<file path="src/logic/tps_defines.svh">
// Register map, field positions and reset values of the pulse shaper
`ifndef TPS_DEFINES_SVH
`define TPS_DEFINES_SVH
`define TPS_OFF_WAVE_CTRL 8'h00
`define TPS_OFF_WAVE_VALUE 8'h04
`define TPS_OFF_SHAPE 8'h08
`define TPS_OFF_GAIN 8'h0c
`define TPS_OFF_TXCFG 8'h10
`define TPS_OFF_IRQ_STAT 8'h14
`define TPS_OFF_IRQ_MASK 8'h18
`define TPS_OFF_IRQ_EDGE 8'h1c
`define TPS_OFF_LINE_COND 8'h20
`define TPS_OFF_TMF_SEL 8'h24
`define TPS_OFF_ROM_LOAD 8'h28
`define TPS_BIT_DIR 5
`define TPS_BIT_TRIG 6
`define TPS_BIT_SIGN 6
`define TPS_BIT_USER 3
`define TPS_BIT_SINGLE 3
`define TPS_BIT_FLOAT 4
`define TPS_BIT_OE 6
`define TPS_BIT_OC 4
`define TPS_BIT_OVF 7
`define TPS_PHASES 5'h14
`define TPS_LAST_PHASE 5'h13
`define TPS_TEMPLATES 4'h8
`define TPS_GAIN_RST 6'h36
`define TPS_AMP_MAX 9'sh03f
`define TPS_RESP_OKAY 2'h0
`define TPS_RESP_SLVERR 2'h2
`endif

</file>
<file path="src/logic/tps_pkg.sv">
// Types shared by the pulse shaper design
package tps_pkg;
    typedef logic [6:0] tps_sample_t;
    typedef logic signed [8:0] tps_sum_t;
    typedef logic signed [14:0] tps_code_t;
endpackage

</file>
<file path="src/logic/tps_shaper.sv">
// Transmit pulse shaper, waveform memory and line driver control, one channel
`timescale 1ns/1ps
`include "tps_defines.svh"
// Notes on behaviour
// - Shape select MSB set: pulse comes from the user waveform memory.
// - Pulse is 20 phases over 1.25 UI, addressed by phase_index bits 4:0.
// - Phase amplitude is 7-bit sign-magnitude, +63 to -63, value bits 6:0.
// - Eight ROM templates; software may copy one into memory and edit it.
// - Gain field scales the whole waveform up or down per step.
// - Fetch: ctrl with dir 1, trigger 1 puts sample in value register.
// - Summed overlapping pulse beyond limit sets overflow flag; enable gates irq.
// - Shortest T1 and J1 templates are identical, 17H,27H..4AH..00H,00H.
// - Longest T1 template is 20H,3FH, 5FH at phase 10, 00H at 20.
// - Global pin low or channel enable bit clear floats the line driver.
// - Float acts at once on both outputs; internal logic keeps running.
// - Over-current: current limit if float select 0, else float outputs.
// - Live over-current sets its flag on rising or any edge, as selected.
// - Set over-current flag raises irq unless its mask bit blocks it.
// - Over-current is selectable onto the multifunction pin.
// - Config bit 3: differential drives both outputs, single-ended only positive.
// - Each gain step changes amplitude by about 2% T1, 3% E1.
module tps_shaper import tps_pkg::*; #(
    parameter int ADDR_W = 8
) (
    input wire logic clk_in,
    input wire logic nrst_in,
    input wire logic [ADDR_W-1:0] s_axi_awaddr_in,
    input wire logic s_axi_awvalid_in,
    output logic s_axi_awready_out,
    input wire logic [31:0] s_axi_wdata_in,
    input wire logic [3:0] s_axi_wstrb_in,
    input wire logic s_axi_wvalid_in,
    output logic s_axi_wready_out,
    output logic [1:0] s_axi_bresp_out,
    output logic s_axi_bvalid_out,
    input wire logic s_axi_bready_in,
    input wire logic [ADDR_W-1:0] s_axi_araddr_in,
    input wire logic s_axi_arvalid_in,
    output logic s_axi_arready_out,
    output logic [31:0] s_axi_rdata_out,
    output logic [1:0] s_axi_rresp_out,
    output logic s_axi_rvalid_out,
    input wire logic s_axi_rready_in,
    input wire logic ui_strobe_in,
    input wire logic phase_tick_in,
    input wire logic mark_in,
    input wire logic polarity_in,
    input wire logic output_enable_in,
    input wire logic tx_overcurrent_in,
    output logic signed [14:0] tx_line_positive_out,
    output logic signed [14:0] tx_line_negative_out,
    output logic tx_line_positive_oe_n_out,
    output logic tx_line_negative_oe_n_out,
    output logic current_limit_out,
    output logic tx_multifunction_pin_out,
    output logic irq_out
);
    // Preset templates, index = shape_select[2:0]
    localparam tps_sample_t ROM [`TPS_TEMPLATES][`TPS_PHASES] = '{
        '{7'h00, 7'h00, 7'h00, 7'h0c, 7'h30, 7'h00, 7'h00, 7'h00, 7'h00, 7'h00,
          7'h00, 7'h00, 7'h00, 7'h00, 7'h00, 7'h00, 7'h00, 7'h00, 7'h00, 7'h00},
        '{7'h00, 7'h00, 7'h00, 7'h0f, 7'h3c, 7'h00, 7'h00, 7'h00, 7'h00, 7'h00,
          7'h00, 7'h00, 7'h00, 7'h00, 7'h00, 7'h00, 7'h00, 7'h00, 7'h00, 7'h00},
        '{7'h17, 7'h27, 7'h27, 7'h26, 7'h25, 7'h25, 7'h25, 7'h24, 7'h23, 7'h4a,
          7'h4a, 7'h49, 7'h47, 7'h45, 7'h44, 7'h43, 7'h42, 7'h41, 7'h00, 7'h00},
        '{7'h1b, 7'h2e, 7'h2c, 7'h2a, 7'h29, 7'h28, 7'h27, 7'h26, 7'h25, 7'h50,
          7'h4f, 7'h4d, 7'h4a, 7'h48, 7'h46, 7'h44, 7'h43, 7'h42, 7'h41, 7'h00},
        '{7'h1f, 7'h34, 7'h2f, 7'h2c, 7'h2b, 7'h2a, 7'h29, 7'h28, 7'h25, 7'h57,
          7'h53, 7'h50, 7'h4b, 7'h48, 7'h46, 7'h44, 7'h43, 7'h42, 7'h41, 7'h00},
        '{7'h20, 7'h3b, 7'h35, 7'h2f, 7'h2e, 7'h2d, 7'h2c, 7'h2a, 7'h28, 7'h58,
          7'h58, 7'h53, 7'h4c, 7'h48, 7'h46, 7'h44, 7'h43, 7'h42, 7'h41, 7'h00},
        '{7'h20, 7'h3f, 7'h38, 7'h33, 7'h2f, 7'h2e, 7'h2d, 7'h2c, 7'h29, 7'h5f,
          7'h5e, 7'h57, 7'h4f, 7'h49, 7'h47, 7'h44, 7'h43, 7'h42, 7'h41, 7'h00},
        '{7'h17, 7'h27, 7'h27, 7'h26, 7'h25, 7'h25, 7'h25, 7'h24, 7'h23, 7'h4a,
          7'h4a, 7'h49, 7'h47, 7'h45, 7'h44, 7'h43, 7'h42, 7'h41, 7'h00, 7'h00}
    };

    tps_sample_t ram [`TPS_PHASES];
    tps_sample_t next_ram [`TPS_PHASES];
    logic [5:0] wave_ctrl, next_wave_ctrl;
    tps_sample_t wave_value, next_wave_value;
    logic [3:0] shape_select, next_shape_select;
    logic [5:0] amplitude_gain, next_amplitude_gain;
    logic cfg_oe, next_cfg_oe, cfg_float, next_cfg_float, cfg_single, next_cfg_single;
    logic ovf_flag, next_ovf_flag, oc_flag, next_oc_flag;
    logic ovf_enable, next_ovf_enable, oc_mask, next_oc_mask, oc_edge_any, next_oc_edge_any;
    logic oc_live, next_oc_live, oc_prev, next_oc_prev, tmf_sel, next_tmf_sel;
    logic bvalid, next_bvalid, rvalid, next_rvalid;
    logic [1:0] bresp, next_bresp, rresp, next_rresp;
    logic [31:0] rdata, next_rdata;
    logic [4:0] slot_cnt [2];
    logic [4:0] next_slot_cnt [2];
    logic [1:0] slot_act, next_slot_act, slot_neg, next_slot_neg;
    logic slot_ptr, next_slot_ptr;
    tps_code_t code_pos, next_code_pos, code_neg, next_code_neg;
    logic tmf, next_tmf;
    logic wr_fire, rd_fire, wr_en, overflow;
    logic [7:0] wbyte;
    logic [4:0] widx;
    tps_sum_t sum, clamped;
    tps_sample_t smp;

    // Unmapped offsets answer with an error response
    function automatic logic mapped(input logic [ADDR_W-1:0] a);
        case (a[7:0])
            `TPS_OFF_WAVE_CTRL, `TPS_OFF_WAVE_VALUE, `TPS_OFF_SHAPE, `TPS_OFF_GAIN,
            `TPS_OFF_TXCFG, `TPS_OFF_IRQ_STAT, `TPS_OFF_IRQ_MASK, `TPS_OFF_IRQ_EDGE,
            `TPS_OFF_LINE_COND, `TPS_OFF_TMF_SEL, `TPS_OFF_ROM_LOAD: mapped = 1'b1;
            default: mapped = 1'b0;
        endcase
    endfunction

    // Phase sample from user memory or a preset template
    function automatic tps_sample_t sample_at(input logic [4:0] ph);
        if (shape_select[`TPS_BIT_USER]) begin
            sample_at = ram[ph];
        end else begin
            sample_at = ROM[shape_select[2:0]][ph];
        end
    endfunction

    // Write waits for address and data together; one answer outstanding at a time
    assign wr_fire = s_axi_awvalid_in && s_axi_wvalid_in && !bvalid;
    assign rd_fire = s_axi_arvalid_in && !rvalid;
    assign wr_en = wr_fire && s_axi_wstrb_in[0] && mapped(s_axi_awaddr_in);
    assign wbyte = s_axi_wdata_in[7:0];
    assign widx = wbyte[4:0];
    assign s_axi_awready_out = wr_fire;
    assign s_axi_wready_out = wr_fire;
    assign s_axi_arready_out = !rvalid;

    // Register file, memory access and flags
    always_comb begin
        next_ram = ram;
        next_wave_ctrl = wave_ctrl;
        next_wave_value = wave_value;
        next_shape_select = shape_select;
        next_amplitude_gain = amplitude_gain;
        next_cfg_oe = cfg_oe;
        next_cfg_float = cfg_float;
        next_cfg_single = cfg_single;
        next_ovf_flag = ovf_flag;
        next_oc_flag = oc_flag;
        next_ovf_enable = ovf_enable;
        next_oc_mask = oc_mask;
        next_oc_edge_any = oc_edge_any;
        next_tmf_sel = tmf_sel;
        next_oc_live = tx_overcurrent_in;
        next_oc_prev = oc_live;
        if (wr_en) begin
            case (s_axi_awaddr_in[7:0])
                `TPS_OFF_WAVE_CTRL: begin
                    next_wave_ctrl = wbyte[5:0];
                    // Done in the write cycle, so the next access sees it
                    if (wbyte[`TPS_BIT_TRIG] && widx < `TPS_PHASES) begin
                        if (wbyte[`TPS_BIT_DIR]) begin
                            next_wave_value = ram[widx];
                        end else begin
                            next_ram[widx] = wave_value;
                        end
                    end
                end
                `TPS_OFF_WAVE_VALUE: next_wave_value = wbyte[6:0];
                `TPS_OFF_SHAPE: next_shape_select = wbyte[3:0];
                `TPS_OFF_GAIN: next_amplitude_gain = wbyte[5:0];
                `TPS_OFF_TXCFG: begin
                    next_cfg_oe = wbyte[`TPS_BIT_OE];
                    next_cfg_float = wbyte[`TPS_BIT_FLOAT];
                    next_cfg_single = wbyte[`TPS_BIT_SINGLE];
                end
                `TPS_OFF_IRQ_STAT: begin
                    if (wbyte[`TPS_BIT_OVF]) next_ovf_flag = 1'b0;
                    if (wbyte[`TPS_BIT_OC]) next_oc_flag = 1'b0;
                end
                `TPS_OFF_IRQ_MASK: begin
                    next_ovf_enable = wbyte[`TPS_BIT_OVF];
                    next_oc_mask = wbyte[`TPS_BIT_OC];
                end
                `TPS_OFF_IRQ_EDGE: next_oc_edge_any = wbyte[`TPS_BIT_OC];
                `TPS_OFF_TMF_SEL: next_tmf_sel = wbyte[0];
                `TPS_OFF_ROM_LOAD: begin
                    for (int i = 0; i < `TPS_PHASES; i++) begin
                        next_ram[i] = ROM[wbyte[2:0]][i];
                    end
                end
                default: ;
            endcase
        end
        // Sets come after clears so a same-cycle event is kept
        if (oc_live != oc_prev && (oc_live || oc_edge_any)) next_oc_flag = 1'b1;
        if (overflow) next_ovf_flag = 1'b1;
    end

    // Bus answers
    always_comb begin
        next_bvalid = bvalid;
        next_bresp = bresp;
        next_rvalid = rvalid;
        next_rresp = rresp;
        next_rdata = rdata;
        if (wr_fire) begin
            next_bvalid = 1'b1;
            next_bresp = mapped(s_axi_awaddr_in) ? `TPS_RESP_OKAY : `TPS_RESP_SLVERR;
        end else if (s_axi_bready_in) begin
            next_bvalid = 1'b0;
        end
        if (rd_fire) begin
            next_rvalid = 1'b1;
            next_rresp = mapped(s_axi_araddr_in) ? `TPS_RESP_OKAY : `TPS_RESP_SLVERR;
            next_rdata = '0;
            case (s_axi_araddr_in[7:0])
                `TPS_OFF_WAVE_CTRL: next_rdata[5:0] = wave_ctrl;
                `TPS_OFF_WAVE_VALUE: next_rdata[6:0] = wave_value;
                `TPS_OFF_SHAPE: next_rdata[3:0] = shape_select;
                `TPS_OFF_GAIN: next_rdata[5:0] = amplitude_gain;
                `TPS_OFF_TXCFG: begin
                    next_rdata[`TPS_BIT_OE] = cfg_oe;
                    next_rdata[`TPS_BIT_FLOAT] = cfg_float;
                    next_rdata[`TPS_BIT_SINGLE] = cfg_single;
                end
                `TPS_OFF_IRQ_STAT: begin
                    next_rdata[`TPS_BIT_OVF] = ovf_flag;
                    next_rdata[`TPS_BIT_OC] = oc_flag;
                end
                `TPS_OFF_IRQ_MASK: begin
                    next_rdata[`TPS_BIT_OVF] = ovf_enable;
                    next_rdata[`TPS_BIT_OC] = oc_mask;
                end
                `TPS_OFF_IRQ_EDGE: next_rdata[`TPS_BIT_OC] = oc_edge_any;
                `TPS_OFF_LINE_COND: next_rdata[`TPS_BIT_OC] = oc_live;
                `TPS_OFF_TMF_SEL: next_rdata[0] = tmf_sel;
                default: ;
            endcase
        end else if (s_axi_rready_in) begin
            next_rvalid = 1'b0;
        end
    end

    // Two pulse slots, so a 1.25 UI pulse may overlap the next one
    always_comb begin
        next_slot_cnt = slot_cnt;
        next_slot_act = slot_act;
        next_slot_neg = slot_neg;
        next_slot_ptr = slot_ptr;
        sum = '0;
        smp = '0;
        for (int s = 0; s < 2; s++) begin
            if (slot_act[s]) begin
                smp = sample_at(slot_cnt[s]);
                if (smp[`TPS_BIT_SIGN] ^ slot_neg[s]) begin
                    sum = sum - tps_sum_t'({3'h0, smp[5:0]});
                end else begin
                    sum = sum + tps_sum_t'({3'h0, smp[5:0]});
                end
                if (phase_tick_in) begin
                    if (slot_cnt[s] == `TPS_LAST_PHASE) begin
                        next_slot_act[s] = 1'b0;
                    end else begin
                        next_slot_cnt[s] = slot_cnt[s] + 5'h01;
                    end
                end
            end
        end
        if (ui_strobe_in && mark_in) begin
            next_slot_act[slot_ptr] = 1'b1;
            next_slot_cnt[slot_ptr] = '0;
            next_slot_neg[slot_ptr] = polarity_in;
            next_slot_ptr = !slot_ptr;
        end
        // Overflow saturates rather than wrapping the drive code
        overflow = (sum > `TPS_AMP_MAX) || (sum < -`TPS_AMP_MAX);
        clamped = (sum > `TPS_AMP_MAX) ? `TPS_AMP_MAX : (sum < -`TPS_AMP_MAX) ? -`TPS_AMP_MAX : sum;
        // Gain multiplies the code; one step is about 1/54 of nominal in T1
        next_code_pos = tps_code_t'(clamped * $signed({1'b0, amplitude_gain}));
        next_code_neg = cfg_single ? '0 : -next_code_pos;
        next_tmf = tmf_sel ? oc_live : ovf_flag;
    end

    // State registers
    always_ff @(posedge clk_in or negedge nrst_in) begin
        if (!nrst_in) begin
            for (int i = 0; i < `TPS_PHASES; i++) ram[i] <= '0;
            wave_ctrl <= '0;
            wave_value <= '0;
            shape_select <= '0;
            amplitude_gain <= `TPS_GAIN_RST;
            cfg_oe <= 1'b1;
            cfg_float <= 1'b0;
            cfg_single <= 1'b0;
            ovf_flag <= 1'b0;
            oc_flag <= 1'b0;
            ovf_enable <= 1'b0;
            oc_mask <= 1'b0;
            oc_edge_any <= 1'b0;
            oc_live <= 1'b0;
            oc_prev <= 1'b0;
            tmf_sel <= 1'b0;
            bvalid <= 1'b0;
            bresp <= '0;
            rvalid <= 1'b0;
            rresp <= '0;
            rdata <= '0;
            slot_cnt <= '{default: '0};
            slot_act <= '0;
            slot_neg <= '0;
            slot_ptr <= 1'b0;
            code_pos <= '0;
            code_neg <= '0;
            tmf <= 1'b0;
        end else begin
            ram <= next_ram;
            wave_ctrl <= next_wave_ctrl;
            wave_value <= next_wave_value;
            shape_select <= next_shape_select;
            amplitude_gain <= next_amplitude_gain;
            cfg_oe <= next_cfg_oe;
            cfg_float <= next_cfg_float;
            cfg_single <= next_cfg_single;
            ovf_flag <= next_ovf_flag;
            oc_flag <= next_oc_flag;
            ovf_enable <= next_ovf_enable;
            oc_mask <= next_oc_mask;
            oc_edge_any <= next_oc_edge_any;
            oc_live <= next_oc_live;
            oc_prev <= next_oc_prev;
            tmf_sel <= next_tmf_sel;
            bvalid <= next_bvalid;
            bresp <= next_bresp;
            rvalid <= next_rvalid;
            rresp <= next_rresp;
            rdata <= next_rdata;
            slot_cnt <= next_slot_cnt;
            slot_act <= next_slot_act;
            slot_neg <= next_slot_neg;
            slot_ptr <= next_slot_ptr;
            code_pos <= next_code_pos;
            code_neg <= next_code_neg;
            tmf <= next_tmf;
        end
    end

    // Pin and enable bit float the driver combinationally; over-current float waits one clock edge for oc_live
    assign tx_line_positive_oe_n_out = !output_enable_in || !cfg_oe || (oc_live && cfg_float);
    assign tx_line_negative_oe_n_out = tx_line_positive_oe_n_out;
    assign current_limit_out = oc_live && !cfg_float;
    assign irq_out = (ovf_flag && ovf_enable) || (oc_flag && !oc_mask);
    assign tx_line_positive_out = code_pos;
    assign tx_line_negative_out = code_neg;
    assign tx_multifunction_pin_out = tmf;
    assign s_axi_bvalid_out = bvalid;
    assign s_axi_bresp_out = bresp;
    assign s_axi_rvalid_out = rvalid;
    assign s_axi_rresp_out = rresp;
    assign s_axi_rdata_out = rdata;
endmodule

</file>
<file path="config.mk">
export PLATFORM = sky130hd
export DESIGN_NAME = tps_shaper
export DESIGN_NICKNAME = d
export VERILOG_FILES = /design/src/logic/tps_pkg.sv /design/src/logic/tps_shaper.sv
export VERILOG_INCLUDE_DIRS = /design/src /design/src/logic
export SDC_FILE = /design/constraint.sdc
export NUM_CORES = 1
export LEC_CHECK = 0
export ABC_CLOCK_PERIOD_IN_PS = 11800
export BUFFER_PORTS_ARGS = -buffer_cell sky130_fd_sc_hd__buf_4
export CAP_MARGIN = 10
export CORE_MARGIN = 2
export CORE_UTILIZATION = 23
export DETAILED_ROUTE_END_ITERATION = 10
export GPL_ROUTABILITY_DRIVEN = 0
export SKIP_CTS_REPAIR_TIMING = 1
export SLEW_MARGIN = 15
export SYNTH_ARGS = -nofsm -noshare
export SYNTH_HDL_FRONTEND = slang
export SYNTH_SLANG_ARGS = --single-unit
</file>
<file path="constraint.sdc">
create_clock -name clk_in -period 11.8 [get_ports clk_in]
set_clock_uncertainty 0.1 [all_clocks]
set_input_delay 1.18 -clock clk_in [delete_from_list [all_inputs] [get_ports clk_in]]
set_output_delay 1.18 -clock clk_in [all_outputs]
set_load 0.05 [all_outputs]
</file>
# Word level (Yosys, flattened, before mapping)
# Memories as Yosys holds them, arrays and structs flattened.
# Index checks and enable logic that the tools add are counted.
dict set report word_totals {
  elab_cells 243
  reg_bits 234
  n_memories 2
  romBits 2240
  out_inout_bits 76
}
dict set report classes {
  n_lt_le_gt_ge 13
  muxes 84
  n_reduce_logical 52
  addsub 6
  n_mul 1
  eq_ne 26
  bitwise_logic 11
}
# name depth word_bits rd rd_clocked_by_memory_dff write_ports line_no
set memory_table {}
lappend memory_table {{(no name shown)} 8 140 1 0 0 tps_shaper.sv:118} ;# sample_at = ROM[shape_select[2:0]][ph];
lappend memory_table {{(no name shown)} 8 140 1 0 0 tps_shaper.sv:183} ;# next_ram[i] = ROM[wbyte[2:0]][i];
# op count
set ops {}
lappend ops {{140-bit 2-to-1 mux} 6}
lappend ops {{140-bit one-hot mux with 2 select lines} 1}
lappend ops {{7-bit binary-select mux with 5-bit select} 5}
lappend ops {{140-bit bitwise mux} 1}
lappend ops {{7-bit 2-to-1 mux} 17}
lappend ops {{8-bit by 5-bit equality test with 1-bit output (second input constant)} 8}
lappend ops {{9-bit 2-to-1 mux} 6}
lappend ops {{8-bit by 6-bit equality test with 1-bit output (second input constant)} 6}
lappend ops {{7-bit demux with 5-bit select} 1}
lappend ops {{5-bit 2-to-1 mux} 7}
lappend ops {{8-bit by 4-bit equality test with 1-bit output (second input constant)} 4}
lappend ops {{1-bit 2-to-1 mux} 24}
lappend ops {{11-bit OR reduction} 2}
lappend ops {{2-bit nonzero test} 10}
lappend ops {{6-bit >= comparator (second input constant)} 3}
lappend ops {{5-bit inverter with 6-bit output} 3}
lappend ops {{8-bit by 3-bit equality test with 1-bit output (second input constant)} 2}
lappend ops {{8-bit logical NOT} 2}
lappend ops {{1-bit logical AND} 15}
lappend ops {{9-bit by 7-bit multiplier with 15-bit output} 1}
lappend ops {{15-bit 2-to-1 mux} 1}
lappend ops {{15-bit negation} 1}
lappend ops {{7-bit one-hot mux with 2 select lines} 1}
lappend ops {{2-bit AND reduction} 7}
lappend ops {{36 further kinds} 59}

# Depth between registers and ports, before layout
dict set report logic_depth {
  ltp_word 21
  mapped_depth 48
  ltp_nobuf 46
}

# Worst setup path after synthesis
# Ideal clock, no wire load.
dict set report synth_path {
  path_kind {reg-to-reg}
  start {register shape_select[0]}
  end {register code_neg[14] (netlist: tx_line_negative_out[14])}
  stages_incl_launch_ff 46
  path_slack_ps 2005
  n_path_buf 3
  arrival_ps 9606
  path_cell_list {dfrtp_1 clkbuf_1 buf_2 inv_1 ha_1 buf_2 a21oi_1 o221ai_1 o21ai_0 mux4_2 o32ai_1 nor2_1 nor2_1 inv_1 ha_1 mux2i_1 fa_1 nand2_1 (+10 left out) and2_1 fa_1 inv_1 fa_1 inv_1 fa_1 fa_1 ha_1 inv_1 o21bai_1 a21oi_1 o21ai_0 a21o_1 a21o_1 xor2_1 or3_1 o31ai_1 nor3b_1}
}
dict set report synth_via {
  elab_chain_cells 21
  word_cells_on_any_way 30
  cone_classes {4 x add/sub; 1 x mul; 2 x order compare; 19 x mux; 3 x bitwise; 1 x memory}
}
# item line_no
set synth_rtl {}
lappend synth_rtl {{start, declared} tps_shaper.sv:82} ;# logic [3:0] shape_select, next_shape_select;
lappend synth_rtl {{start signal, assigned} tps_shaper.sv:314} ;# shape_select <= next_shape_select;
lappend synth_rtl {{3-bit inverter with 4-bit output (implied by the code) (*)} tps_shaper.sv:118}
lappend synth_rtl {{memory 8 x 140 bit (*)} n/a}
lappend synth_rtl {{140-bit 2-to-1 mux (implied by the code) (*) (2 in a row)} tps_shaper.sv:118}
lappend synth_rtl {{7-bit binary-select mux with 5-bit select} tps_shaper.sv:118}
lappend synth_rtl {{7-bit 2-to-1 mux (implied by the code) (2 in a row)} tps_shaper.sv:118}
lappend synth_rtl {{7-bit 2-to-1 mux} tps_shaper.sv:115} ;# if (shape_select[`TPS_BIT_USER]) begin
lappend synth_rtl {{7-bit 2-to-1 mux} tps_shaper.sv:248} ;# if (slot_act[s]) begin
lappend synth_rtl {{1-bit by 6-bit subtractor with 7-bit output / 1-bit XOR (equally long branches)} {tps_shaper.sv:251, tps_shaper.sv:250}}
lappend synth_rtl {{(+5 left out)} n/a}
lappend synth_rtl {{9-bit by 7-bit less-than comparator with 1-bit output (no line)} n/a}
lappend synth_rtl {{9-bit 2-to-1 mux} tps_shaper.sv:272} ;# clamped = (sum > `TPS_AMP_MAX) ? `TPS_AMP_MAX : (sum < -`TPS_AMP_MAX) ? -`TPS_AMP_MAX : sum;
lappend synth_rtl {{9-bit 2-to-1 mux (*)} tps_shaper.sv:272}
lappend synth_rtl {{9-bit by 7-bit multiplier with 15-bit output (*)} tps_shaper.sv:274} ;# next_code_pos = tps_code_t'(clamped * $signed({1'b0, amplitude_gain}));
lappend synth_rtl {{via next_code_pos[12]} tps_shaper.sv:95} ;# tps_code_t code_pos, next_code_pos, code_neg, next_code_neg;
lappend synth_rtl {{15-bit negation (*)} tps_shaper.sv:275} ;# next_code_neg = cfg_single ? '0 : -next_code_pos;
lappend synth_rtl {{15-bit 2-to-1 mux (*)} tps_shaper.sv:275}
lappend synth_rtl {{via next_code_neg[14]} tps_shaper.sv:95}
lappend synth_rtl {{end signal, assigned} tps_shaper.sv:337} ;# code_neg <= next_code_neg;
lappend synth_rtl {{end, declared} tps_shaper.sv:95}
# The timed path passes the listed nets; every way through them passes the cells marked *. The select of a mux whose other input is x is not followed.
# A chain may end at the register's enable or synchronous reset.

# Final worst setup path
dict set report layout_path {
  start {register shape_select[1]}
  end {register code_neg[14] (netlist: tx_line_negative_out[14])}
}
# The elaborated chain is that of the path after synthesis.

==> flow_summary.json <==
{
  "outcome": "finished clean",
  "period_minus_slack_ns": 10.88,
  "rsz0062_at_grt": "no",
  "die_h_um": 294.1,
  "setup_tns_ns": 0,
  "cts_tree": "done",
  "final_nets": 2339,
  "fin_total_pwr_uw": 4803,
  "setup_viol": 0,
  "fin_crit_sh_pct": 92.19,
  "cts_buffers": 27,
  "drcViolationCount": 0,
  "cp.required_ns": 12.20,
  "cp_data_arrival_time_ns": 11.28,
  "cap_violations": 0,
  "wl_per_cell_um": 20.78,
  "ys_warn_count": 0,
  "antenna_found_initial": 1,
  "hpwl_um": 48900,
  "peakVddDrop_v": 0.0002980,
  "synthDistinctLibCells": 96,
  "cts-htree-levels": 1,
  "n_fill_cell": 8859,
  "drt_iter0_markers": 2157,
  "grt-ovfl-total": 0,
  "insertion_delay_ns": 0.60,
  "port_buffers": 87,
  "hp-class": "register to register",
  "startpoint_type": "register",
  "p_leak_uw": 0.009208,
  "finalMaxSlewViolations": 0,
  "num_io_pins": 141,
  "cts_sinks": 232,
  "ys_ff_latch": 232,
  "reg2reg_setup_slack_ns": 0.92,
  "track_usage_pct": 15.36,
  "initial_core_util_pct": 23.20,
  "die_w_um": 294.1,
  "clock_path_buffers": 3,
  "ant_nets": 0,
  "wl_um": 68170,
  "post-place-ws_ns": 1.066,
  "max_freq_ghz": 0.09193,
  "slew_headroom_pct": 24.01,
  "worst_path_max_delay_cell": "a311oi_2",
  "power.density_nw_per_um2": 219.4,
  "ys_async_sr_fraction_pct": 100.0,
  "grt_pass1_wl_um": 104200,
  "rows": 106,
  "path_max_fanout": 20,
  "syn_avg_cell_area_um2": 8.885,
  "cts.clk_slew.worst_paths_ns": 0.07,
  "insertedDiodeCount": 0,
  "design.die.area_um2": 86470,
  "finalWorstSetupSlack_ns": 0.9217,
  "worstMarginPinSlew_ns": 1.140,
  "slowest_delay_ns": 0.68,
  "yosysSeqAreaShare_pct": 30.03,
  "grt_pass1_vias": 17060,
  "vias_per_cell": 5.395,
  "cp-end-kind": "register",
  "vias": 17700,
  "root_buffer": "clkbuf_16",
  "syn_inst": 2178,
  "timing.hold.ws_ns": 0.3813,
  "path_class": "register to register",
  "core_area_um2": 83420,
  "hold_viol": 0,
  "grt_max_degree": 116,
  "first_pass_iters": 6,
  "area_delta_synth_final_pct": 13.12,
  "synth-main-ff-cell": "dfrtp_1",
  "synth_edf_count": 0,
  "synthesis.area_um2": 19350,
  "drive_above_1_share_pct": 15.45
}
## metrics by stage
step                utilization [%]  instance area [um2]  std cells
floorplan                         -                19440       2203
global placement              24.96                20820       3230
detailed placement            24.96                20820       3230
CTS                           26.23                21880       3280
global route                  26.24                21890       3280
finish                        26.24                21890       3280
## per-layer routing
layer	part of all wire [%]	track usage (%)	vias up	wire, um
li1	-	-	7876	-
met1	41	20.56	8617	28040
met2	43	23.23	997	29390
met3	11	4.063	205	7287
met4	5.0	6.583	2	3438
met5	0.019	0	-	13
## sequential cells by signal, indices dropped and copies added (netlist names), 2 cells and up
signal / flops
slot_neg: 2
ram: 140
wave_value: 7
s_axi_rdata_out: 8
tx_line_negative_out: 15
tx_line_positive_out: 15
wave_ctrl: 6
shape_select: 4
slot_cnt: 10
slot_act: 2
amplitude_gain: 6
## final cells by class
| type | count | area (um2) | share of cell area (%) |
|---|---|---|---|
| Sequential cell | 232 | 5826 | 26.61 |
| Clock inverter | 14 | 292.8 | 1.338 |
| Timing Repair Buffer | 127 | 960.9 | 4.390 |
| Multi-Input combinational cell | 1669 | 12230 | 55.88 |
| Inverter | 122 | 457.9 | 2.092 |
| Clock buffer | 36 | 769.5 | 3.515 |
| Tap cell | 1080 | 1351 | 6.173 |
## report_power, final
part / internal, uW / switching, uW
combinational: 1060 / 1700
sequential: 822 / 187
clock: 635 / 391
## kinds of logic (layout without fill, tap and decap cells)
family	Yosys count	after routing	share of synthesized area [%]
adder cells (fa/ha/maj)	95	95	7.617
other	1	26	0.01938
multiplexers	178	178	15.13
buffers and inverters	302	299	7.352
XOR/XNOR	51	51	2.425
AND/OR/NAND/NOR	672	672	16.17
flip-flops	232	232	30.03
AO/OA/AOI/OAI	647	647	21.25
## cell usage in the layout, fill, tap and decap left out, types with 39 or more instances in the layout
| master | netlist | final |
|---|---|---|
| nor2_1 | 234 | 234 |
| dfrtp_1 | 227 | 222 |
| nand2_1 | 191 | 191 |
| a21oi_1 | 187 | 187 |
| o21ai_0 | 183 | 183 |
| buf_4 | 43 | 126 |
| inv_1 | 121 | 121 |
| mux4_2 | 88 | 88 |
| mux2i_1 | 57 | 57 |
| ha_1 | 57 | 57 |
| nand3_1 | 44 | 43 |
| o22ai_1 | 39 | 39 |
## synth_stat cells (all sizes together) (7+ instances only)
cell type | instances | share of area (%)
and3 | 20 | 0.65
and2 | 27 | 0.88
a31oi | 16 | 0.58
nand4 | 12 | 0.39
o211ai | 23 | 0.96
nor3 | 28 | 0.72
mux4 | 88 | 10
mux2 | 33 | 1.9
ha | 57 | 3.7
inv | 121 | 2.3
o311ai | 7 | 0.36
nor3b | 13 | 0.61
or2 | 13 | 0.42
a21oi | 188 | 4.9
a21o | 14 | 0.54
o31ai | 13 | 0.53
dfrtp | 227 | 29
nor4 | 12 | 0.47
clkbuf | 82 | 1.6
a32o | 14 | 0.72
xor2 | 15 | 0.76
nor2 | 235 | 4.6
a211oi | 12 | 0.49
o2111ai | 11 | 0.50
a221oi | 17 | 0.83
nand3 | 44 | 1.1
fa | 38 | 3.9
nand2 | 191 | 3.7
a22o | 17 | 0.77
a22oi | 20 | 0.78
o21ai | 193 | 5.0
mux2i | 57 | 2.9
nor2b | 36 | 1.2
buf | 98 | 3.4
xnor2 | 36 | 1.7
o22ai | 39 | 1.3
nand2b | 26 | 0.84
## worst max-delay path: cells and delay by family (launching register included)
family,cells,cell delay [ns]
adder cells (fa/ha/maj),7,3.09
XOR/XNOR,3,0.62
AO/OA/AOI/OAI,18,4.64
AND/OR/NAND/NOR,8,1.27
flip-flops,1,0.52
multiplexers,1,0.43
buffers and inverters,2,0.09
## worst paths after layout
kind	start	cells after the start	endpoint
worst min register to register	s_axi_rdata_out[3]	2	s_axi_rdata_out[3]
min in group asynchronous	nrst_in	1	slot_ptr
worst max register to register	shape_select[1]	39	tx_line_negative_out[14]
max in group asynchronous	nrst_in	2	slot_cnt[6]
worst max-delay path	shape_select[1]	39	tx_line_negative_out[14]
worst min-delay path	s_axi_rdata_out[3]	2	s_axi_rdata_out[3]
Power figures use the tool's default switching activity.
